==> config.mk <==
export PLATFORM = sky130hd
export DESIGN_NAME = pcfs_regs
export DESIGN_NICKNAME = d
export VERILOG_FILES = /design/src/pcfs_pkg.sv /design/src/pcfs_recovery_timer.sv /design/src/pcfs_regs.sv
export SDC_FILE = /design/constraint.sdc
export NUM_CORES = 1
export LEC_CHECK = 0
export BUFFER_PORTS_ARGS = -buffer_cell sky130_fd_sc_hd__buf_2
export CAP_MARGIN = 25
export CORE_ASPECT_RATIO = 0.9
export CORE_UTILIZATION = 40
export CTS_BUF_LIST = sky130_fd_sc_hd__clkbuf_8
export DETAILED_ROUTE_END_ITERATION = 7
export PLACE_DENSITY_LB_ADDON = 0.05
export SYNTH_ARGS = -nofsm -noshare
export SYNTH_HDL_FRONTEND = slang
export SYNTH_SLANG_ARGS = --single-unit
export TNS_END_PERCENT = 1
==> constraint.sdc <==
create_clock -name clk -period 3.3 [get_ports clk]
set_clock_uncertainty 0.1 [all_clocks]
set_input_delay 0.495 -clock clk [delete_from_list [all_inputs] [get_ports clk]]
set_output_delay 0.495 -clock clk [all_outputs]
set_load 0.005 [all_outputs]
==> src/pcfs_pkg.sv <==
// package: offsets, reset values and timing for the power correction,
// fault recovery and status register slice
// assumes byte-wide register port from the control interface decoder
package pcfs_pkg;
    localparam logic [7:0] ADDR_PWR_HI = 8'h27;
    localparam logic [7:0] ADDR_PWR_LO = 8'h28;
    localparam logic [7:0] ADDR_DIST_HI = 8'h29;
    localparam logic [7:0] ADDR_DIST_LO = 8'h2a;
    localparam logic [7:0] ADDR_FRD_HI = 8'h2b;
    localparam logic [7:0] ADDR_FRD_LO = 8'h2c;
    localparam logic [7:0] ADDR_STATUS = 8'h2d;
    localparam logic [7:0] RST_PWR_HI = 8'h1a;
    localparam logic [7:0] RST_PWR_LO = 8'hc0;
    localparam logic [7:0] RST_DIST_HI = 8'hf3;
    localparam logic [7:0] RST_DIST_LO = 8'h33;
    localparam logic [7:0] RST_FRD_HI = 8'h00;
    localparam logic [7:0] RST_FRD_LO = 8'h0c;
    // status bit positions
    localparam int STAT_PLL_UNLOCK = 7;
    localparam int STAT_FAULT = 6;
    localparam int STAT_UV = 5;
    localparam int STAT_RSVD = 4;
    localparam int STAT_OC_FAULT = 3;
    localparam int STAT_OC_WARN = 2;
    localparam int STAT_T_FAULT = 1;
    localparam int STAT_T_WARN = 0;
    // one unit of recovery delay, in ns, and its cycle count at 125 MHz
    localparam int CLK_PERIOD_NS = 8;
    localparam int FRD_UNIT_NS = 83000;
    localparam int FRD_UNIT_CYC = FRD_UNIT_NS / CLK_PERIOD_NS;
    localparam int FRD_UNIT_W = 14;
endpackage

==> src/pcfs_recovery_timer.sv <==
// fault recovery hold-low timer
// assumes fault_n synchronous to clk, delay value stable during a hold
`timescale 1ns/1ps
module pcfs_recovery_timer
    import pcfs_pkg::*;
#(
    parameter int UNIT_CYC = FRD_UNIT_CYC
) (
    // clock and reset
    input wire logic clk,
    input wire logic rst_b,
    // control
    input wire logic fault_n,
    input wire logic [15:0] delay_units,
    // output
    output logic hiz_ctrl
);
    logic [FRD_UNIT_W-1:0] pre;
    logic [15:0] units;
    logic hold;
    logic [FRD_UNIT_W-1:0] next_pre;
    logic [15:0] next_units;
    logic next_hold;
    logic next_hiz;
    localparam logic [FRD_UNIT_W-1:0] PRE_LAST = FRD_UNIT_W'(UNIT_CYC - 1);

    always_comb begin
        next_pre = pre;
        next_units = units;
        next_hold = hold;
        if (!fault_n) begin
            // fault retriggers the whole delay while it stands
            next_hold = 1'b1;
            next_pre = '0;
            next_units = delay_units;
        end else if (hold) begin
            if (pre == PRE_LAST) begin
                next_pre = '0;
                // a zero value is reserved; treated as one unit
                if (units <= 16'h0001) begin
                    next_hold = 1'b0;
                end else begin
                    next_units = units - 16'h0001;
                end
            end else begin
                next_pre = pre + 1'b1;
            end
        end
        next_hiz = !(next_hold);
    end

    always_ff @(posedge clk or negedge rst_b) begin
        if (!rst_b) begin
            pre <= '0;
            units <= '0;
            hold <= 1'b0;
            hiz_ctrl <= 1'b1;
        end else begin
            pre <= next_pre;
            units <= next_units;
            hold <= next_hold;
            hiz_ctrl <= next_hiz;
        end
    end

    property p_fault_low;
        @(posedge clk) disable iff (!rst_b)
        !fault_n |=> !hiz_ctrl;
    endproperty
    a_fault_low: assert property (p_fault_low) else $error("hiz high");

    property p_hold_min;
        @(posedge clk) disable iff (!rst_b)
        $rose(fault_n) |-> !hiz_ctrl [*8];
    endproperty
    a_hold_min: assert property (p_hold_min) else $error("hold short");
endmodule

==> src/pcfs_regs.sv <==
// power correction, distortion compensation, fault recovery and status
// registers; byte-wide port from the control interface decoder
// assumes wr/rd strobes are one-cycle pulses synchronous to clk
//
// Operation
// - power override value used when select is set
// - distortion override value used when select set
// - fault drives hiz control low, holds delay
// - each delay unit about 0.083 ms
// - recovery delay resets to 0x000C
// - status byte read-only, live, writes ignored
// - bridge status flags one normal, zero on fault; pll unlock bit one when unlocked
// - status bit layout pll unlock down to warn
`timescale 1ns/1ps
module pcfs_regs
    import pcfs_pkg::*;
#(
    parameter int UNIT_CYC = FRD_UNIT_CYC,
    parameter logic [15:0] DEF_PWR = 16'h0000,
    parameter logic [15:0] DEF_DIST = 16'h0000
) (
    // clock and reset
    input wire logic clk,
    input wire logic rst_b,
    // register port
    input wire logic [7:0] reg_addr,
    input wire logic reg_wr,
    input wire logic [7:0] reg_wdata,
    input wire logic reg_rd,
    output logic [7:0] reg_rdata,
    output logic reg_rvalid,
    // override selects from the configuration registers
    input wire logic max_power_override_sel,
    input wire logic distortion_override_sel,
    // power bridge and pll status; bridge flags active low, pll_unlocked_flag active high
    input wire logic pll_unlocked_flag,
    input wire logic fault_n,
    input wire logic undervoltage_flag_n,
    input wire logic overcurrent_fault_n,
    input wire logic overcurrent_warn_n,
    input wire logic thermal_fault_n,
    input wire logic thermal_warn_n,
    // coefficients to the datapath
    output logic [15:0] max_power_correction,
    output logic [15:0] distortion_comp_coef,
    // power stage
    output logic bridge_hiz_ctrl
);
    logic [7:0] pwr_hi, pwr_lo, dist_hi, dist_lo, frd_hi, frd_lo;
    logic [7:0] next_pwr_hi, next_pwr_lo, next_dist_hi, next_dist_lo;
    logic [7:0] next_frd_hi, next_frd_lo;
    logic [7:0] status_live;
    logic [7:0] next_rdata;
    logic [15:0] next_pwr_out, next_dist_out;

    function automatic logic hit(input logic [7:0] a, input logic [7:0] t);
        hit = reg_wr && (a == t);
    endfunction

    always_comb begin
        status_live = '0;
        status_live[STAT_PLL_UNLOCK] = pll_unlocked_flag;
        status_live[STAT_FAULT] = fault_n;
        status_live[STAT_UV] = undervoltage_flag_n;
        status_live[STAT_RSVD] = 1'b0;
        status_live[STAT_OC_FAULT] = overcurrent_fault_n;
        status_live[STAT_OC_WARN] = overcurrent_warn_n;
        status_live[STAT_T_FAULT] = thermal_fault_n;
        status_live[STAT_T_WARN] = thermal_warn_n;
    end

    always_comb begin
        next_pwr_hi = hit(reg_addr, ADDR_PWR_HI) ? reg_wdata : pwr_hi;
        next_pwr_lo = hit(reg_addr, ADDR_PWR_LO) ? reg_wdata : pwr_lo;
        next_dist_hi = hit(reg_addr, ADDR_DIST_HI) ? reg_wdata : dist_hi;
        next_dist_lo = hit(reg_addr, ADDR_DIST_LO) ? reg_wdata : dist_lo;
        next_frd_hi = hit(reg_addr, ADDR_FRD_HI) ? reg_wdata : frd_hi;
        next_frd_lo = hit(reg_addr, ADDR_FRD_LO) ? reg_wdata : frd_lo;
        // status address has no write path
        next_pwr_out = max_power_override_sel ?
            {pwr_hi, pwr_lo} : DEF_PWR;
        next_dist_out = distortion_override_sel ?
            {dist_hi, dist_lo} : DEF_DIST;
        case (reg_addr)
            ADDR_PWR_HI: next_rdata = pwr_hi;
            ADDR_PWR_LO: next_rdata = pwr_lo;
            ADDR_DIST_HI: next_rdata = dist_hi;
            ADDR_DIST_LO: next_rdata = dist_lo;
            ADDR_FRD_HI: next_rdata = frd_hi;
            ADDR_FRD_LO: next_rdata = frd_lo;
            ADDR_STATUS: next_rdata = status_live;
            default: next_rdata = 8'h00;
        endcase
        if (!reg_rd) begin
            next_rdata = reg_rdata;
        end
    end

    always_ff @(posedge clk or negedge rst_b) begin
        if (!rst_b) begin
            pwr_hi <= RST_PWR_HI;
            pwr_lo <= RST_PWR_LO;
            dist_hi <= RST_DIST_HI;
            dist_lo <= RST_DIST_LO;
            frd_hi <= RST_FRD_HI;
            frd_lo <= RST_FRD_LO;
            reg_rdata <= 8'h00;
            reg_rvalid <= 1'b0;
            max_power_correction <= 16'h0000;
            distortion_comp_coef <= 16'h0000;
        end else begin
            pwr_hi <= next_pwr_hi;
            pwr_lo <= next_pwr_lo;
            dist_hi <= next_dist_hi;
            dist_lo <= next_dist_lo;
            frd_hi <= next_frd_hi;
            frd_lo <= next_frd_lo;
            reg_rdata <= next_rdata;
            reg_rvalid <= reg_rd;
            max_power_correction <= next_pwr_out;
            distortion_comp_coef <= next_dist_out;
        end
    end

    // zero delay is not blocked here; the timer treats it as one unit
    pcfs_recovery_timer #(
        .UNIT_CYC(UNIT_CYC)
    ) u_timer (
        .clk(clk),
        .rst_b(rst_b),
        .fault_n(fault_n),
        .delay_units({frd_hi, frd_lo}),
        .hiz_ctrl(bridge_hiz_ctrl)
    );

    property p_pwr_sel;
        @(posedge clk) disable iff (!rst_b)
        max_power_override_sel |=>
            max_power_correction == $past({pwr_hi, pwr_lo});
    endproperty
    a_pwr_sel: assert property (p_pwr_sel) else $error("power sel");

    property p_pwr_dflt;
        @(posedge clk) disable iff (!rst_b)
        !max_power_override_sel |=> max_power_correction == DEF_PWR;
    endproperty
    a_pwr_dflt: assert property (p_pwr_dflt) else $error("pwr dflt");

    property p_pwr_hi_wr;
        @(posedge clk) disable iff (!rst_b)
        reg_wr && reg_addr == ADDR_PWR_HI |=> pwr_hi == $past(reg_wdata);
    endproperty
    a_pwr_hi_wr: assert property (p_pwr_hi_wr) else $error("pwr hi");

    property p_dist_sel;
        @(posedge clk) disable iff (!rst_b)
        !distortion_override_sel |=> distortion_comp_coef == DEF_DIST;
    endproperty
    a_dist_sel: assert property (p_dist_sel) else $error("dist dflt");

    property p_dist_ovr;
        @(posedge clk) disable iff (!rst_b)
        distortion_override_sel |=>
            distortion_comp_coef == $past({dist_hi, dist_lo});
    endproperty
    a_dist_ovr: assert property (p_dist_ovr) else $error("dist ovr");

    property p_dist_lo_wr;
        @(posedge clk) disable iff (!rst_b)
        reg_wr && reg_addr == ADDR_DIST_LO |=> dist_lo == $past(reg_wdata);
    endproperty
    a_dist_lo_wr: assert property (p_dist_lo_wr) else $error("dist lo");

    property p_status_rd;
        @(posedge clk) disable iff (!rst_b)
        reg_rd && reg_addr == ADDR_STATUS |=>
            reg_rvalid && reg_rdata == $past(status_live) && !reg_rdata[4];
    endproperty
    a_status_rd: assert property (p_status_rd) else $error("status");

    property p_fault_bit;
        @(posedge clk) disable iff (!rst_b)
        reg_rd && reg_addr == ADDR_STATUS && !fault_n |=> !reg_rdata[6];
    endproperty
    a_fault_bit: assert property (p_fault_bit) else $error("fault bit");

    property p_pll_bit;
        @(posedge clk) disable iff (!rst_b)
        reg_rd && reg_addr == ADDR_STATUS |=>
            reg_rdata[7] == $past(pll_unlocked_flag);
    endproperty
    a_pll_bit: assert property (p_pll_bit) else $error("pll bit");

    // checked against the pins, not against the design's own status word
    property p_flag_bits;
        @(posedge clk) disable iff (!rst_b)
        reg_rd && reg_addr == ADDR_STATUS |=>
            reg_rdata[5:0] == $past({undervoltage_flag_n, 1'b0,
                overcurrent_fault_n, overcurrent_warn_n,
                thermal_fault_n, thermal_warn_n});
    endproperty
    a_flag_bits: assert property (p_flag_bits) else $error("flags");

    property p_status_wr;
        @(posedge clk) disable iff (!rst_b)
        reg_wr && reg_addr == ADDR_STATUS |=>
            $stable({pwr_hi, pwr_lo, dist_hi, dist_lo, frd_hi, frd_lo});
    endproperty
    a_status_wr: assert property (p_status_wr) else $error("ro write");

    property p_frd_wr;
        @(posedge clk) disable iff (!rst_b)
        reg_wr && reg_addr == ADDR_FRD_LO |=> frd_lo == $past(reg_wdata);
    endproperty
    a_frd_wr: assert property (p_frd_wr) else $error("frd write");

    property p_frd_hi_wr;
        @(posedge clk) disable iff (!rst_b)
        reg_wr && reg_addr == ADDR_FRD_HI |=> frd_hi == $past(reg_wdata);
    endproperty
    a_frd_hi_wr: assert property (p_frd_hi_wr) else $error("frd hi");

    // the power stage may only come back once the fault has gone
    property p_hiz_rise;
        @(posedge clk) disable iff (!rst_b)
        $rose(bridge_hiz_ctrl) |-> $past(fault_n);
    endproperty
    a_hiz_rise: assert property (p_hiz_rise) else $error("hiz rise");
endmodule

; Yosys cells after proc, flatten, opt, wreduce, memory -nomap -nowiden
; Index checks and enable logic that the tools add are counted.
; W data, S select, Z words.
[word_totals]
reg_bits = 121
in_bits = 29
output_inout_bits = 42
elab_cells = 50
[op_classes]
addsub = 2
n_lt_le_gt_ge = 1
n_eq_ne = 11
muxes = 14
reduce_logical = 8
[ops]
columns = operator, n
row1 = $mux W16, 6
row2 = $eq A8 B6 Y1 const B, 7
row3 = $pmux W8 S7, 1
row4 = $mux W14, 3
row5 = $le A16 B1 Y1 const B, 1
row6 = $sub A16 B1 Y16 const B, 1
row7 = $add A14 B1 Y14 const B, 1
row8 = $eq A14 B14 Y1 const B, 1
row9 = $logic_and A1 B1 Y1, 6
row10 = $mux W1, 4
row11 = $ne A2 B1 Y1 const B, 2
row12 = $reduce_and A3 Y1, 1
row13 = $ne A2 B2 Y1 const B, 1
row14 = $logic_not A1 Y1, 1

; Longest topological paths before layout
; Gate-level depths: netlist of run 1.
[depth]
word_depth = 6
depth_mapped = 9
ltp_nobuf = 7

; By module
; From an unflattened synthesis of run 1, not the netlist that was laid out.
[hier_totals]
cells_unflattened = 507
area_unflattened_um2 = 5876.9
[modules_own_cells]
columns = module, n_inst, cells_per_inst, area_per_inst_um2, seq_area_each_um2
row1 = pcfs_regs, 1, 286, 3893.7, 2248.4
row2 = pcfs_recovery_timer, 1, 221, 1983.2, 802.0

; Worst setup path after synthesis of run 1
; No wires, ideal clock.
[synth_path]
path_type = input to register
start = input fault_n
end = register u_timer.units[14]
setup_time_ps = 126
arrival_time_ps = 2410
required_time_ps = 3074
slack_ps = 664
stages = 8
n_path_buf = 3
path_cell_list = buf_2 -> or3b_2 -> or4_1 -> clkbuf_1 -> o22ai_1 -> buf_2 -> nor3b_1 -> a221o_1
[synth_via]
elab_chain_len = 2
word_cells_on_any_way = 5
cone_classes = eq/ne (3) / mux (1) / reduce/logical (1)
[synth_lines]
columns = item, line_no
row1 = from (decl), pcfs_regs.sv:37  ; input wire logic fault_n,
row2 = $ne A2 B1 Y1 (no source line) / $ne A2 B2 Y1 (equally long branches), -
row3 = $reduce_and A3 Y1 (no source line), -
row4 = to (signal assigned), pcfs_recovery_timer.sv:60  ; units <= next_units;
row5 = to (decl), pcfs_recovery_timer.sv:19  ; logic [15:0] units;
; Several ways; a longest one is shown, not always the timed one.
; A chain may end at the register's enable or synchronous reset.

; Worst setup path after layout of run 1
[layout_path]
start = register u_timer.hold
end = register u_timer.units[14]
[layout_via]
elab_chain_len = 2
[layout_lines]
columns = item, line_no
row1 = from (decl), pcfs_recovery_timer.sv:20  ; logic hold;
row2 = from (signal assigned), pcfs_recovery_timer.sv:61  ; hold <= next_hold;
row3 = $ne A2 B1 Y1 (no source line), -
row4 = $reduce_and A3 Y1 (no source line), -
; Every way passes these cells.

==> impl_metrics.csv, run 1 <==
group,metric,value,unit
worst_setup_path,endpoint_kind,"register",
clock_network,htreeDepth,4,
final_layout,stdcell_count,729,
final_layout,nNetsFinal,581,
final_layout,diodes,0,
global_routing,grt_pass1_vias,3914,
detailed_routing,wl,13900,microns
synth,synth_area_per_cell,11.9,sq um
sta,hold_violations,0,
clock_network,clock_latency,0.44,ns
clock_network,clk_pin_slew,0.07,ns
pwr,p_clk_frac,0.381,
sta,setup_viol,0,
placement,gp_congestion,0.815,
global_routing,track_usage,0.208,
floorplan,die-area,14400,sq um
final_layout,layout_commonest_cell,"dfrtp_1",
final_layout,fillers,1264,
synth,synth_top_flop_cell,"dfrtp_1",
worst_setup_path,required,3.52,ns
detailed_routing,via_per_inst,5.53,
pwr,sequentialPowerShare,0.527,
detailed_routing,routedWlPerCell,19.0,microns
pwr,p_switching,0.000780,W
synth,netlist_area,5580,sq um
clock_network,holdBufCountCts,0,
global_routing,grt_max_degree,57,
worst_setup_path,cp.arrival,3.03,ns
sta,slew_headroom,0.502,
floorplan,die_h,114,microns
final_layout,drive_gt1_frac,0.344,
floorplan,ios,71,
placement,placed_cells,697,
synth,syn_nets,501,
placement,placed_cell_area,6130,sq um
sta,rsz0062_at_grt,"false",
worst_setup_path,critPathSlowestCell,"or4b_2",
clock_network,cts_setup_buffers,0,
placement,portBuffers,70,
worst_setup_path,crit_fanout,15,
final_layout,final_cell_mix,"dfrtp_1, buf_2, mux2_2",
synth,yosys.cell_types.count,59,
hold_path,hold_path.class,"in -> async",
clock_network,cts.root.buffer_cell,"clkbuf_8",
clock_network,cts_buffers,17,
flow_run,maxCapViolations,0,
pwr,p_leak,3.11,nW
floorplan,start_util,0.414,
synth,ys_seq_area_frac,0.547,
clock_network,cts_tree,"done",
detailed_routing,postRouteAntennaNets,0,
sta,timing.final.crit_period,2.81,ns
sta,fin_crit_sh,0.852,
clock_network,cts.sinks,121,
clock_network,cts-resized-gates,0,
floorplan,rows,40,
detailed_routing,firstDrtPassIters,4,
pwr,comb_power_share,0.091,
global_routing,antenna_found_initial,0,
detailed_routing,drc,0,
worst_setup_path,path_class,"reg -> reg",
sta,max_freq,0.355,GHz
floorplan,die_w,126,microns
worst_setup_path,critPathLaunchType,"register",
pwr,peakVddDrop,0.236,mV
clock_network,max-clock-path-buffers,2,
pwr,power.density,470,nW/um^2
pwr,swShare,0.256,
pwr,p_int,0.00226,W
global_routing,grt_pass1_wl,22400,microns
final_layout,final_cell_area,6480,sq um
detailed_routing,drtIter0Drc,307,
final_layout,area.growth.synth_to_final,16.2,%
sta,maxSlewViolCount,0,
synth,ys_seq_elements,121,
synth,async_flop_share,1.00,
worst_setup_path,path_cells,"or4b_2, or4_1, a2bb2oi_2, o21ai_0, a221o_1",
sta,tightest_slew,0.747,ns
detailed_routing,vias,4028,
sta,finalSetupTns,0,ns
placement,hpwl,9890,microns
global_routing,overflow,0,
worst_setup_path,max_stage_delay,0.61,ns
synth,synthCells,468,
synth,synth-edff-count,0,
synth,yosysWarnings,0,
status,status,"finished, final reports clean",
floorplan,coreArea,13500,sq um
area by class of cell:
cell class | instances | area [sq um] | share of cell area
flip-flops and latches | 121 | 3050 | 0.471
multi-input cells | 309 | 2370 | 0.365
repair buffers | 82 | 443 | 0.0684
clock buffers | 22 | 303 | 0.0467
well taps | 168 | 210 | 0.0324
inverters | 17 | 63.8 | 0.00985
clock inverters | 10 | 41.3 | 0.00637
power by group through the flow:
stage          clock (W)  combinational (W)  sequential [W]
6_report         0.00116           0.000277         0.00161
4_1_cts          0.00120           0.000280         0.00161
2_1_floorplan          0           0.000164         0.00161
3_3_place_gp           0           0.000277         0.00163
5_1_grt          0.00127           0.000310         0.00161
3_5_place_dp           0           0.000279         0.00163
registers in the layout, summed over array words and instances (netlist names):
register              cells
reg_rvalid                1
frd_hi                    8
u_timer.units            16
u_timer.hiz_ctrl          1
pwr_hi                    8
frd_lo                    8
max_power_correction     16
dist_lo                   8
distortion_comp_coef     16
reg_rdata                 8
dist_hi                   8
u_timer.hold              1
u_timer.pre              14
pwr_lo                    8
through the flow:
| step | util | worst slack [ns] | total power [W] | hold slack (ns) |
|---|---|---|---|---|
| finish | 0.481 | 0.487 | 0.00305 | 0.00852 |
| global route | 0.481 | 0.302 | 0.00319 | 0.0356 |
| CTS | 0.481 | 0.484 | 0.00309 | 0.0315 |
| detailed placement | 0.456 | 0.496 | 0.00191 | 0.397 |
| global placement | 0.456 | 0.556 | 0.00191 | 0.393 |
| floorplan | - | 0.664 | 0.00177 | 0.0994 |
critical path: cells and delay by family, from the launching register on:
family          cells  cell delay [ns]
simple gates        2             1.14
flops               1             0.59
compound gates      3             0.87
path summary, 6_finish.rpt:
kind / depth (start not counted) / to / from / slack [ns]
hold / removal: 1 / u_timer.units[8]$_DFFE_PN0P_ / rst_b / 0.009
setup / recovery: 5 / u_timer.units[14]$_DFFE_PN0P_ / u_timer.hold$_DFF_PN0_ / 0.49
hold reg to reg: 1 / distortion_comp_coef[6]$_DFF_PN0_ / dist_lo[6]$_DFFE_PN0P_ / 0.42
min in group clk: 1 / reg_rvalid$_DFF_PN0_ / reg_rd / 0.19
max in group asynchronous: 2 / dist_hi[4]$_DFFE_PN1P_ / rst_b / 2.23
setup reg to reg: 5 / u_timer.units[14]$_DFFE_PN0P_ / u_timer.hold$_DFF_PN0_ / 0.49
kinds of logic after synthesis:
family | synth area share
xor+xnor | 0.0173
flops | 0.547
compound gates | 0.0758
fa+ha+maj | 0.00897
mux | 0.139
simple gates | 0.183
buf+inv | 0.0287
routing by layer:
metal  up-vias  GRT usage  wire, microns
li1       1873          -              -
met1      2040      0.305           7020
met2        97      0.300           6200
met3        18     0.0478            458
met4         0     0.0755            189
met5         -          0              0
cells in the mapped netlist, drive strengths merged (9+ instances only):
library cell | number | area share
dfrtp | 103 | 0.46
mux2 | 49 | 0.099
and2 | 34 | 0.038
nor2 | 33 | 0.022
nand2 | 20 | 0.013
dfstp | 18 | 0.085
inv | 16 | 0.011
clkbuf | 13 | 0.0087
o22ai | 12 | 0.013
nand3 | 11 | 0.0099
mux2i | 9 | 0.016
or4 | 9 | 0.013
(Power assumes the default switching activity.)
==> run 2, diff against run 1 <==
clock period = 3.6 ns   (was 3.3 ns; I/O delays follow)
==> run 2 against run 1 <==
Cell count down 0.27%. Die area is the same. Sequential cell count did not move. Clock power about the same. Global-route usage is 0.31 points lower. Critical endpoint unchanged. Largest power group unchanged. Highest routed layer unchanged.
==> impl_metrics.csv, run 2 (same netlist as run 1, synthesis figures left out) <==
group,metric,value,unit
worst_setup_path,reg2reg_slack,0.70,ns
global_routing,met2_usage,0.293,
placement,hpwl,9960,microns
worst_setup_path,endpoint_kind,"register",
sta,fin_crit_sh,0.806,
detailed_routing,postRouteAntennaNets,0,
detailed_routing,via_per_inst,5.48,
final_layout,drive_gt1_frac,0.352,
sta,setup_viol,0,
final_layout,seqCellArea,3050,sq um
placement,portBuffers,70,
global_routing,grtUsageMet3,0.0549,
global_routing,grt_max_degree,61,
floorplan,die-area,14400,sq um
global_routing,grt_pass1_wl,22200,microns
detailed_routing,wl,13900,microns
detailed_routing,vias,3987,
clock_network,cts_tree,"done",
global_routing,grt.busiest_layer,"met1",
floorplan,die_h,114,microns
worst_setup_path,required,3.82,ns
sta,rsz0062_at_grt,"false",
final_layout,final_cell_mix,"dfrtp_1, buf_2, mux2_2",
clock_network,cts-resized-gates,0,
pwr,power.density,440,nW/um^2
global_routing,overflow,0,
worst_setup_path,crit_path_end,"u_timer.units[14]$_DFFE_PN0P_",
clock_network,htreeDepth,4,
sta,tightest_slew,0.902,ns
floorplan,coreArea,13500,sq um
pwr,p_leak,3.08,nW
global_routing,grt_use_met1,0.299,
hold_path,hold_path.class,"in -> async",
final_layout,nNetsFinal,579,
worst_setup_path,cp.arrival,3.13,ns
clock_network,clock_latency,0.44,ns
worst_setup_path,reg2reg_depth,5,
detailed_routing,drc,0,
floorplan,start_util,0.414,
sta,hold_violations,0,
worst_setup_path,path_class,"reg -> reg",
final_layout,final_cell_area,6490,sq um
worst_setup_path,startpoint,"u_timer.hold$_DFF_PN0_",
clock_network,cts.sinks,121,
flow_run,maxCapViolations,0,
worst_setup_path,r2r_end,"u_timer.units[14]$_DFFE_PN0P_",
floorplan,rows,40,
clock_network,cts_setup_buffers,0,
worst_setup_path,r2r-start,"u_timer.hold$_DFF_PN0_",
worst_setup_path,crit_fanout,15,
final_layout,fillers,1255,
clock_network,clk_pin_slew,0.08,ns
global_routing,grt_pass1_vias,4066,
placement,placed_cell_area,6120,sq um
sta,timing.final.crit_period,2.90,ns
status,status,"finished, final reports clean",
sta,finalSetupTns,0,ns
clock_network,max-clock-path-buffers,2,
pwr,peakVddDrop,0.238,mV
detailed_routing,drtIter0Drc,157,
placement,gp_congestion,0.824,
sta,max_freq,0.345,GHz
final_layout,layout_commonest_cell,"dfrtp_1",
clock_network,cts_buffers,17,
detailed_routing,firstDrtPassIters,4,
floorplan,ios,71,
clock_network,holdBufCountCts,0,
final_layout,area.growth.synth_to_final,16.4,%
final_layout,top_regs,"distortion_comp_coef (16), max_power_correction (16), u_timer.units (16)",
global_routing,track_usage,0.205,
worst_setup_path,critPathLaunchType,"register",
floorplan,die_w,126,microns
detailed_routing,routedWlPerCell,19.1,microns
sta,maxSlewViolCount,0,
global_routing,antenna_found_initial,0,
sta,slew_headroom,0.393,
final_layout,multi_input_area,2370,sq um
clock_network,cts.root.buffer_cell,"clkbuf_8",
final_layout,diodes,0,
## run 2: changes by cell type in the layout (fill, tap and decap cells not counted), sizes merged
| cell | previous run | this run |
|---|---|---|
| clkbuf | 22 | 18 |
| clkinv | 4 | 7 |
| clkinvlp | 0 | 4 |
| buf | 82 | 80 |
| inv | 23 | 19 |
| bufinv | 0 | 1 |
## run 2: worst min-delay path by stage
stage                                start                                 end  slack, ns  cells past startpoint
floorplan                            rst_b              dist_hi[2]$_DFFE_PN0P_       0.14                      0
global placement    dist_hi[3]$_DFFE_PN0P_  distortion_comp_coef[11]$_DFF_PN0_       0.39                      1
detailed placement  dist_hi[3]$_DFFE_PN0P_  distortion_comp_coef[11]$_DFF_PN0_       0.40                      1
CTS                                  rst_b        u_timer.units[3]$_DFFE_PN0P_       0.08                      1
global route                         rst_b        u_timer.units[2]$_DFFE_PN0P_       0.09                      1
finish                               rst_b        u_timer.units[3]$_DFFE_PN0P_       0.06                      1
## run 2: critical path: stages (launching register included)
cell       delay (ns)
dfrtp_1          0.62
or4b_2           0.62
or4_1            0.54
a2bb2oi_2        0.40
o21ai_0          0.17
a221o_1          0.35
## run 2: final cells by class
| cell class | count | share of cell area |
|---|---|---|
| Clock buffer | 18 | 0.0382 |
| Clock inverter | 14 | 0.0195 |
| Inverter | 17 | 0.00983 |
| Multi-Input combinational cell | 309 | 0.365 |
| Sequential cell | 121 | 0.470 |
| Tap cell | 168 | 0.0324 |
| Timing Repair Buffer | 80 | 0.0659 |
## run 2: routing by layer
layer	share of wire	up-vias
met2	0.44	93
met4	0.018	0
met3	0.043	15
met5	0	-
met1	0.50	2021
li1	-	1858
## run 2: where the power goes
part / internal [W] / switching, W / leakage (nW)
clock network: 0.000565 / 0.000568 / 0.183
registers: 0.00142 / 0.0000527 / 1.59
logic: 0.000105 / 0.000145 / 1.30
## run 2: through the flow
stage	std cells	setup slack [ns]	hold slack [ns]	util	total power [W]
after floorplan	468	0.919	0.144	-	0.00163
after global placement	695	0.817	0.393	0.455	0.00175
after detailed placement	695	0.767	0.400	0.455	0.00175
after CTS	727	0.747	0.0807	0.482	0.00289
after global routing	727	0.607	0.0933	0.482	0.00299
final	727	0.698	0.0583	0.482	0.00286
==> run 3, diff against run 2 <==
clock period = 2.7 ns   (was 3.6 ns; I/O delays follow)
==> run 3 against run 2 <==
Fmax increased by 13%. Worst hold slack improved by 0.044 ns. Clock-buffer cell count decreased by 1. Global-route usage increased by 0.40 points. Cell count increased by 2.6%. Clock power increased by 50%. Register-to-register slack got worse by 0.56 ns. Worst setup slack got worse by 0.56 ns. Sequential power increased by 33%. Total power increased by 40%. Cell area increased by 3.4%. Largest power group unchanged.
==> impl_metrics.csv, run 3 (same netlist as run 1, synthesis figures left out) <==
group,metric,value,unit
worst_setup_path,critPathSlowestCell,"or4_4",
sta,setup_viol,0,
sta,timing.final.crit_period,2.56,ns
clock_network,cts.sinks,121,
final_layout,top_regs,"distortion_comp_coef (16), max_power_correction (16), u_timer.units (16)",
final_layout,diodes,0,
floorplan,rows,40,
clock_network,clk_pin_slew,0.08,ns
sta,maxSlewViolCount,0,
global_routing,grtUsageMet3,0.0535,
final_layout,nNetsFinal,598,
placement,placed_cell_area,6270,sq um
placement,gp_congestion,0.829,
pwr,peakVddDrop,0.418,mV
floorplan,die-area,14400,sq um
worst_setup_path,max_stage_delay,0.61,ns
floorplan,die_h,114,microns
worst_setup_path,required,2.97,ns
global_routing,grt_pass1_wl,22500,microns
final_layout,final_cell_area,6710,sq um
detailed_routing,firstDrtPassIters,4,
final_layout,final_cell_mix,"dfrtp_1, buf_2, mux2_2",
sta,tightest_slew,0.649,ns
global_routing,met2_usage,0.324,
clock_network,clock_latency,0.43,ns
sta,slew_headroom,0.565,
sta,whs,0.102,ns
global_routing,grt_pass1_vias,4177,
sta,hold_violations,0,
final_layout,area.growth.synth_to_final,20.4,%
clock_network,cts.root.buffer_cell,"clkbuf_8",
sta,finalSetupTns,0,ns
pwr,p_leak,3.20,nW
detailed_routing,via_per_inst,5.45,
global_routing,antenna_found_initial,0,
worst_setup_path,endpoint_kind,"register",
detailed_routing,drtIter0Drc,195,
floorplan,coreArea,13500,sq um
status,status,"finished, final reports clean",
detailed_routing,postRouteAntennaNets,0,
sta,fin_crit_sh,0.950,
detailed_routing,vias,4063,
worst_setup_path,critPathLaunchType,"register",
placement,portBuffers,70,
clock_network,max-clock-path-buffers,2,
worst_setup_path,crit_fanout,6,
worst_setup_path,path_cells,"or4_4, or4b_4, or4b_4, xor2_1, a21oi_1",
placement,hpwl,10000,microns
global_routing,overflow,0,
clock_network,cts_tree,"done",
detailed_routing,routedWlPerCell,18.4,microns
sta,max_freq,0.390,GHz
global_routing,grt.busiest_layer,"met2",
flow_run,maxCapViolations,0,
detailed_routing,drc,0,
detailed_routing,wl,13800,microns
clock_network,cts_setup_buffers,0,
global_routing,grt_max_degree,37,
clock_network,cts_buffers,17,
final_layout,drive_gt1_frac,0.379,
sta,rsz0062_at_grt,"false",
worst_setup_path,path_class,"reg -> reg",
pwr,power.density,597,nW/um^2
worst_setup_path,path_common_cell,"or4b_4",
final_layout,layout_commonest_cell,"dfrtp_1",
hold_path,hold_path.class,"in -> reg",
floorplan,start_util,0.414,
global_routing,track_usage,0.209,
worst_setup_path,cp.arrival,2.83,ns
clock_network,htreeDepth,4,
floorplan,die_w,126,microns
floorplan,ios,71,
global_routing,grt_use_met1,0.294,
run 3: area by class of cell:
class	count	area [sq um]
Fill cell	1224	6750
Sequential cell	121	3050
Multi-Input combinational cell	309	2390
Timing Repair Buffer	99	586
Clock buffer	17	234
Tap cell	168	210
Clock inverter	15	178
Inverter	17	63.8
run 3: repair_timing:
| action | in CTS | in global routing |
|---|---|---|
| endpoints found under the setup margin | 0 | 5 |
| endpoints found under the hold margin | 28 | 0 |
| gates resized for setup | 0 | 4 |
| hold buffers | 1 | 0 |
run 3: path summary, 6_finish.rpt:
path | startpoint | to | slack [ns] | cells after the start
worst max-delay path | u_timer.units[6]$_DFFE_PN0P_ | u_timer.units[15]$_DFFE_PN0P_ | 0.14 | 5
worst min-delay path | reg_rd | reg_rvalid$_DFF_PN0_ | 0.10 | 1
worst max register to register | u_timer.units[6]$_DFFE_PN0P_ | u_timer.units[15]$_DFFE_PN0P_ | 0.14 | 5
worst min register to register | pwr_lo[1]$_DFFE_PN0P_ | max_power_correction[1]$_DFF_PN0_ | 0.42 | 1
max in group asynchronous | rst_b | dist_hi[6]$_DFFE_PN1P_ | 1.34 | 3
min in group asynchronous | rst_b | u_timer.units[2]$_DFFE_PN0P_ | 0.37 | 2
run 3: stage by stage:
step | worst slack, ns | cells | util | power [W]
final | 0.136 | 746 | 0.499 | 0.00401
after global routing | 0.0127 | 746 | 0.499 | 0.00419
after CTS | 0.0540 | 746 | 0.497 | 0.00405
after detailed placement | 0.0550 | 713 | 0.466 | 0.00235
after global placement | 0.112 | 713 | 0.466 | 0.00235
after floorplan | 0.147 | 468 | - | 0.00217
run 3: report_power, final:
group	leakage, nW	switching [W]	internal (W)
combinational	1.41	0.000203	0.000160
sequential	1.59	0.0000626	0.00189
clock	0.194	0.000775	0.000912
total	3.20	0.00104	0.00297
run 3: per-layer routing:
| metal | vias up | part of all wire |
|---|---|---|
| met1 | 2075 | 0.49 |
| met5 | - | 0 |
| met4 | 0 | 0.0074 |
| met2 | 77 | 0.47 |
| li1 | 1904 | - |
| met3 | 7 | 0.035 |
run 3: worst max-delay path, delay by kind of cell, from the launching register on:
family | cells | cell delay [ns]
AOI/OAI and AO/OA | 1 | 0.13
DFF | 1 | 0.42
and+or+nand+nor | 3 | 1.69
xor gates and xnor gates | 1 | 0.15
